<file path="src/core/dom_access_pkg.sv">
`default_nettype none
package dom_access_pkg;
    // ************************************************************
    // register map, byte addresses on the plain register port
    // ************************************************************
    localparam int ADDR_W = 8;                          // register port address width
    localparam logic [7:0] OFS_D2_D3 = 8'hb4;           // domains 2 and 3
    localparam logic [7:0] OFS_D4_D5 = 8'hb8;           // domains 4 and 5
    localparam logic [7:0] OFS_D6_D7 = 8'hbc;           // domains 6 and 7
    localparam logic [31:0] CTRL_RESET = 32'h0000_0000; // all permitted
    localparam logic [31:0] CTRL_USED_MASK = 32'h3fff_3fff; // bits 31:30, 15:14 unused

    // ************************************************************
    // field layout of one authority register
    // ************************************************************
    localparam int LO_HALF_BASE = 0;    // even domain base bit
    localparam int HI_HALF_BASE = 16;   // odd domain base bit
    localparam int NUM_MASTERS = 7;     // masters 0..6 have storage
    localparam int NUM_CHECKED = 6;     // master 6 is storage only
    localparam int FIRST_DOMAIN = 2;    // lowest domain held here
    localparam int NUM_DOMAINS = 6;     // domains 2..7
    localparam int DOM_W = 3;           // domain number width
    localparam int MST_W = 3;           // master number width

    // master access request
    typedef struct packed {
        logic valid;            // request present
        logic write;            // 1 write, 0 read
        logic [MST_W-1:0] master;
        logic [DOM_W-1:0] domain;
    } access_req_t;

    // check verdict
    typedef struct packed {
        logic grant;            // access may complete
        logic block;            // access stopped
    } access_resp_t;
endpackage : dom_access_pkg
`default_nettype wire

</file>
<file path="src/core/dom_access_guard.sv">
// Our own choice: the strobed register port.
`default_nettype none
// Notes on behaviour
// - write bit clear permits, set forbids writes
// - read bit clear permits, set forbids reads
// - 0xb8: domain 5 high, domain 4 low
// - 0xbc: domain 7 high, domain 6 low
// - 0xb4 bit 0: domain 2 master 0 read
// - master 6 bits stored, never checked; gaps unused
// - all authority registers reset to zero
module dom_access_guard
    import dom_access_pkg::*;
(
    input wire logic clk_sys_in,                 // 25 MHz system clock
    input wire logic rst_n_in,                   // async reset, active low
    input wire logic [ADDR_W-1:0] reg_addr_in,   // register byte address
    input wire logic [31:0] reg_wdata_in,        // write data
    input wire logic reg_wr_in,                  // write strobe
    input wire logic reg_rd_in,                  // read strobe
    output logic [31:0] reg_rdata_out,           // read data, cycle after strobe
    input wire access_req_t req_in,              // master access under check
    output access_resp_t resp_out,               // verdict, combinational
    output logic dom2_mst0_read_block_out        // register bit 0 of 0xb4
);
    // ************************************************************
    // authority registers
    // ************************************************************
    logic [31:0] ctrl_d2_d3_reg;  // domains 2/3
    logic [31:0] ctrl_d4_d5_reg;  // domains 4/5
    logic [31:0] ctrl_d6_d7_reg;  // domains 6/7
    logic [31:0] wmasked;         // write data with unused bits dropped

    assign wmasked = reg_wdata_in & CTRL_USED_MASK;

    // domains 2/3 register
    always_ff @(posedge clk_sys_in or negedge rst_n_in) begin
        if (!rst_n_in) begin
            ctrl_d2_d3_reg <= CTRL_RESET;
        end else if (reg_wr_in && reg_addr_in == OFS_D2_D3) begin
            ctrl_d2_d3_reg <= wmasked;
        end
    end

    // domains 4/5 register
    always_ff @(posedge clk_sys_in or negedge rst_n_in) begin
        if (!rst_n_in) begin
            ctrl_d4_d5_reg <= CTRL_RESET;
        end else if (reg_wr_in && reg_addr_in == OFS_D4_D5) begin
            ctrl_d4_d5_reg <= wmasked;
        end
    end

    // domains 6/7 register
    always_ff @(posedge clk_sys_in or negedge rst_n_in) begin
        if (!rst_n_in) begin
            ctrl_d6_d7_reg <= CTRL_RESET;
        end else if (reg_wr_in && reg_addr_in == OFS_D6_D7) begin
            ctrl_d6_d7_reg <= wmasked;
        end
    end

    // ************************************************************
    // read port
    // ************************************************************
    logic [31:0] rdata_next; // decoded read value

    // unmapped addresses read as zero so software sees a stable value
    always_comb begin
        rdata_next = 32'h0000_0000;
        if (reg_rd_in) begin
            unique case (reg_addr_in)
                OFS_D2_D3: rdata_next = ctrl_d2_d3_reg;
                OFS_D4_D5: rdata_next = ctrl_d4_d5_reg;
                OFS_D6_D7: rdata_next = ctrl_d6_d7_reg;
                default: rdata_next = 32'h0000_0000;
            endcase
        end
    end

    // read data held only for the cycle after the strobe
    always_ff @(posedge clk_sys_in or negedge rst_n_in) begin
        if (!rst_n_in) begin
            reg_rdata_out <= 32'h0000_0000;
        end else begin
            reg_rdata_out <= rdata_next;
        end
    end

    assign dom2_mst0_read_block_out = ctrl_d2_d3_reg[0];

    // ************************************************************
    // access checking
    // ************************************************************
    dom_perm_lookup u_lookup (
        .ctrl_d2_d3_in(ctrl_d2_d3_reg),
        .ctrl_d4_d5_in(ctrl_d4_d5_reg),
        .ctrl_d6_d7_in(ctrl_d6_d7_reg),
        .req_in(req_in),
        .resp_out(resp_out)
    );
endmodule // dom_access_guard
`default_nettype wire

</file>
<file path="src/core/dom_perm_lookup.sv">
`default_nettype none
// ************************************************************
// combinational permission lookup for one request
// ************************************************************
module dom_perm_lookup
    import dom_access_pkg::*;
(
    input wire logic [31:0] ctrl_d2_d3_in,   // domains 2/3 bits
    input wire logic [31:0] ctrl_d4_d5_in,   // domains 4/5 bits
    input wire logic [31:0] ctrl_d6_d7_in,   // domains 6/7 bits
    input wire access_req_t req_in,          // request under check
    output access_resp_t resp_out            // verdict
);
    // bit position of the read bit, write bit is one higher
    function automatic logic [4:0] read_pos(input logic [DOM_W-1:0] dom,
                                            input logic [MST_W-1:0] mst);
        logic [4:0] base;
        base = dom[0] ? 5'(HI_HALF_BASE) : 5'(LO_HALF_BASE);
        return 5'(base + 5'({mst, 1'b0}));
    endfunction

    logic [31:0] word;       // register holding the domain
    logic [4:0] pos;         // selected bit position
    logic known;             // domain and master are checked ones
    logic bit_set;           // selected prohibit bit

    // pick register by domain pair, then read or write bit
    always_comb begin
        unique case (req_in.domain[2:1])
            2'h1: word = ctrl_d2_d3_in;
            2'h2: word = ctrl_d4_d5_in;
            2'h3: word = ctrl_d6_d7_in;
            default: word = 32'h0000_0000; // domains 0/1 live elsewhere
        endcase
        pos = 5'(read_pos(req_in.domain, req_in.master) + 5'(req_in.write));
        // master 6 bits are storage only and never block
        known = (req_in.domain[2:1] != 2'h0) && (32'(req_in.master) < NUM_CHECKED);
        bit_set = known && word[pos];
        resp_out.block = req_in.valid && bit_set;
        resp_out.grant = req_in.valid && !bit_set;
    end
endmodule // dom_perm_lookup
`default_nettype wire

</file>
<file path="config.mk">
export PLATFORM = sky130hd
export DESIGN_NAME = dom_access_guard
export DESIGN_NICKNAME = d
export VERILOG_FILES = /design/src/core/dom_access_pkg.sv /design/src/core/dom_access_guard.sv /design/src/core/dom_perm_lookup.sv
export SDC_FILE = /design/constraint.sdc
export NUM_CORES = 1
export LEC_CHECK = 0
export BUFFER_PORTS_ARGS = -buffer_cell sky130_fd_sc_hd__buf_2
export CORE_UTILIZATION = 35
export CTS_BUF_LIST = sky130_fd_sc_hd__clkbuf_4 sky130_fd_sc_hd__clkbuf_8 sky130_fd_sc_hd__clkbuf_16
export DETAILED_ROUTE_END_ITERATION = 12
export PLACE_DENSITY_LB_ADDON = 0.08
export SYNTH_ARGS = -nofsm -noshare
export SYNTH_HDL_FRONTEND = slang
export SYNTH_HIERARCHICAL = 1
export SYNTH_SLANG_ARGS = --single-unit
</file>
<file path="constraint.sdc">
create_clock -name clk_sys_in -period 2.6 [get_ports clk_sys_in]
set_input_delay 0.39 -clock clk_sys_in [delete_from_list [all_inputs] [get_ports clk_sys_in]]
set_output_delay 0.39 -clock clk_sys_in [all_outputs]
set_load 0.01 [all_outputs]
</file>
### Word-level counts from Yosys, hierarchy flattened

Index checks and enable logic that the tools add are counted.

* register bits after elaboration: 116
* bits of input ports: 52
* output and inout bits: 35
* word-level logic and storage cells: 29

* add/subtract/negate cells: 2
* $lt $le $gt $ge: 2
* equal/unequal tests: 6
* muxes and demuxes: 6
* reduce and logical (&&, ||, !) cells: 9

Operators with widths (count)
* 30-bit case mux with 3 select lines: 2
* 32-bit two-way mux: 1
* 8-bit equality test (second input constant): 3
* 1-bit logical AND: 7
* 5-bit by 6-bit < comparator with 1-bit output (second input constant): 1
* 5-bit by 1-bit adder with 5-bit output: 1
* 5-bit by 4-bit adder with 5-bit output: 1
* 1-bit binary-select mux with 5-bit select: 1
* 5-bit two-way mux: 1
* 2-bit equality test (second input constant): 2
* 3-bit < comparator (second input constant): 1
* 2-bit by 1-bit equality test with 1-bit output (second input constant): 1
* 2-bit nonzero test: 1
* 1-bit logical NOT: 1
* 1-bit two-way mux: 1

### Logic depth before layout (Yosys ltp)

* word-level depth: 8
* mapped depth: 8
* mapped depth without buffers: 5

### Hierarchy

The synthesis kept the hierarchy.

Modules (own cells, without submodules)
* dom_access_guard: times used 1, cells each 314, area an instance 4630.7 um2, sequential area each 2802.7 um2
* dom_perm_lookup: times used 1, cells each 98, area an instance 854.6 um2, sequential area each 0.0 um2

### Worst setup path before layout

No wires, ideal clock.

* path kind: input-to-output
* from: input req_in[2] (netlist bit)
* to: output resp_out[1] (netlist bit)
* arrival: 1952 ps
* data required time: 2210 ps
* setup slack: 258 ps
* stages on the path: 7
* cell sequence: buf_6 > buf_8 > mux2_1 > a221o_1 > a21oi_2 > a211oi_1 > a2111oi_2

RTL lines
* start: declaration: RTL line dom_access_guard.sv:21 `input wire access_req_t req_in,`
* end: declaration: RTL line dom_access_guard.sv:22 `output access_resp_t resp_out,`

==> summary.md <==
| Metric | Value |
|---|---|
| Filler Cells Inserted | `1451` |
| Worst max-slew margin expressed relative to the limit | `0.522` |
| DIE AREA | `16200 sq um` |
| Clock transition at the registers of the reported paths | `0.07 ns` |
| Cell type with the highest aggregate area in the netlist | `dfrtp_1` |
| CTS Hold Bufs | `0` |
| Main combinational cell family by area after synthesis | `multiplexers` |
| Clock network power share | `0.368` |
| Clk Latency, worst-skew pair | `0.35 ns` |
| Crit path setup slack, layout | `-0.0723 ns` |
| Detailed-route wire length per cell | `19.5 um` |
| Gr usage total | `0.183` |
| Utilization after layout | `0.429` |
| Fraction of power spent switching nets | `0.243` |
| First-pass iteration count of the detailed router | `4` |
| Leading cell types by total area after synthesis | `dfrtp_1 (51%), mux2_2 (25%), a22oi_1 (4.8%)` |
| Final worst-path cycle share | `1.03` |
| CP delay by family, top | `compound AO/OA/AOI/OAI gates` |
| Number of pins with negative max-slew slack in the final report | `0` |
| Final net count | `551` |
| Syn_area_per_cell | `13.3 sq um` |
| Initial drt markers | `157` |
| Hold Fails Final Rpt | `0` |
| Reported leakage power | `0.00317 uW` |
| Area growth, synth to finish | `19.4%` |
| Internal power consumption | `2690 uW` |
| Tmin final | `2.67 ns` |
| Routability cong. | `0.756` |
| First-pass GRT wire length | `22.0 mm` |
| Distinct cells, synth | `39` |
| Buf+Inv Stages, Crit Path | `3` |
| Crit-path cells | `buf_4, bufbuf_16, mux2_2, a22oi_1, mux4_2, o2bb2ai_1, a2111oi_4, buf_2` |
| Compound-gate portion of the synthesized area | `0.0965` |
| Most frequent cells in the layout | `mux2_2 (121), dfrtp_1 (112), buf_2 (76)` |
| Fraction of final layout cells sized beyond drive strength 1 | `0.508` |
| Detailed-route DRC error count | `0` |
| Post-synth EDFFs | `0` |
| Worst-Margin Slew | `0.717 ns` |
| Critical path class | `in2out` |
| Required time at the worst-slack endpoint | `2.21 ns` |
| Effective utilization at floorplan | `0.359` |
| Violations in the final reports | `negative setup slack` |
| Max Buffers Root-to-Sink | `2` |
| Synth Instances | `412` |
| Worst setup SP type | `primary input` |
| Remaining global-route overflow | `0` |
| Non-filler instance count after layout | `715` |
| Post-synthesis cell area | `5490 sq um` |
| Count of max-cap constraint violations | `0` |
| Placed cells | `697` |
| Clock tree from TritonCTS | `done` |
| Number of top-level pins | `87` |
| Net load switching power | `862 uW` |
| Element type at the critical path end | `primary output` |
| Share of cell area taken by muxes after synthesis | `0.289` |
| Clk_skew | `0.00521 ns` |
| Run status | `finished with violations` |
| Arithmetic-cell share of the synthesized area counting full adders, half adders and majority gates | `0` |
| Peak per-stage delay on the critical path | `0.38 ns` |
| H-tree levels | `3` |
| Final number of setup-violating endpoints | `2` |
| Vias per cell | `5.12` |
| Post-detailed-routing wire length | `13.9 mm` |
| Hold Path Class | `in2async` |
| Most common cell after layout, fill and taps aside | `mux2_2` |
| Yosys top cell area share | `0.511` |
| Number of diodes added for antenna fixing | `0` |
| Area share of and/or/nand/nor cells after synthesis | `0.0630` |
| Total vias in the final route | `3664` |
| Slowest stage cell, crit path | `a2111oi_4` |
| Sequential share of the synthesized area | `0.511` |
| Combinational share of power | `0.111` |
| Sequential cell area | `2800 sq um` |
| CTS Buf Count | `9` |
| Number of buffers added on ports | `78` |
| Area share of xor/xnor cells in the synthesized design | `0` |
| Most used flip-flop cell after synthesis | `dfrtp_1` |
| Maximum clock frequency | `374 MHz` |
| CP arrival | `2.28 ns` |
| DP HPWL | `9.29 mm` |
| Root buffer selected by CTS | `clkbuf_16` |
| Width of the die | `127 um` |
| Setup repair after global routing missed its margin | `yes` |
| Area occupied by multi-input gates | `2500 sq um` |
| Row cnt | `45` |
| Number of global-route vias before repair | `3856` |
| Critical-path maximum fanout | `6` |
| Core Box Area | `15300 sq um` |
| Maximum number of pins on one net before global-route repair | `53` |
| Number of register bits inferred by synthesis | `112` |
| Antenna violations before repair | `0` |
| CTS Sinks | `112` |
| Power density of the placed cells | `542 nW/um^2` |
| Share of flip-flops with an asynchronous set or reset after synthesis | `1.00` |
| Peak supply drop | `0.000353 V` |
| Part of the total power dissipated in sequential elements | `0.521` |
| Die Y-Extent | `127 um` |
| Number of antenna-violating nets in the routed design | `0` |
| Total of warnings raised by yosys | `6` |
-- cell families after synthesis --
logic type      after synthesis
simple gates                 60
other cells                   1
buf+inv                      36
mux                         139
compound gates               64
flops                       112
-- worst reg2reg max path: stages (launching register included) --
cell	delay (ns)
dfrtp_1	0.39
buf_4	0.14
mux2_2	0.26
a22oi_1	0.17
nor2_1	0.06
-- power groups by stage --
stage                     sequential, uW  combinational [uW]  clock [uW]
final                               1850                 395        1310
after global routing                1860                 431        1420
after CTS                           1850                 401        1370
after detailed placement            1880                 388           0
after global placement              1880                 381           0
after floorplan                     1870                 220           0
-- per-stage QoR --
step | cell area [sq um] | total power, uW | setup slack, ns | hold slack (ns) | setup TNS (ns)
2_1_floorplan | 5500 | 2090 | 0.258 | 0.0944 | 0
3_5_place_dp | 6220 | 2270 | -0.160 | 0.490 | -0.253
3_3_place_gp | 6220 | 2260 | -0.169 | 0.484 | -0.244
4_1_cts | 6550 | 3620 | -0.0755 | 0.119 | -0.129
6_report | 6550 | 3550 | -0.0723 | 0.0944 | -0.139
5_1_grt | 6550 | 3710 | -0.148 | 0.134 | -0.270
-- timing repair --
item / CTS / global route
setup buffers: 1 / 0
setup endpoints to repair: 2 / 2
gates cloned: 1 / 0
resized for setup: 2 / 1
pin swaps: 3 / 0
-- Yosys cell counts, types with 2 or more instances --
cell         n
nor3b_1      2
buf_6        4
or3_1        2
o221a_2      2
a221oi_1     5
o211ai_1     3
inv_1        5
nor2b_1      6
clkbuf_1    11
nor2_1      28
o2bb2ai_1    5
buf_4       10
a22oi_1     35
mux2_1       3
mux2_2     121
mux2i_1     12
dfrtp_1    112
a211oi_1     5
o211a_1      2
nand3b_1     5
nand2_1      8
mux4_2       3
a221o_1      2
a2111oi_2    2
buf_2        5
-- layout make-up --
class                           count  share of cell area
Timing Repair Buffer              104               0.105
Tap cell                          211              0.0403
Clock buffer                       13              0.0390
Inverter                            5             0.00287
Clock inverter                      3             0.00287
Multi-Input combinational cell    267               0.382
Sequential cell                   112               0.428
-- per-layer routing --
layer	global-route usage	wire, um
met1	0.244	6530
met4	0.0539	169
met5	0	0
met3	0.0377	532
met2	0.303	6700
-- final timing paths --
path,startpoint,end,slack [ns],cells past startpoint
min reg2reg,ctrl_d6_d7_reg[13]$_DFFE_PN0P_,ctrl_d6_d7_reg[13]$_DFFE_PN0P_,0.50,1
min in group clk_sys_in,reg_wdata_in[10],ctrl_d4_d5_reg[10]$_DFFE_PN0P_,0.29,2
max in group asynchronous,rst_n_in,ctrl_d6_d7_reg[9]$_DFFE_PN0P_,1.80,2
min,rst_n_in,ctrl_d6_d7_reg[4]$_DFFE_PN0P_,0.09,1
max reg2reg,ctrl_d6_d7_reg[25]$_DFFE_PN0P_,reg_rdata_out[25]$_DFF_PN0_,1.47,4
max,req_in[2],resp_out[1],-0.07,8
Note: power is estimated with default switching activity, not from simulation.
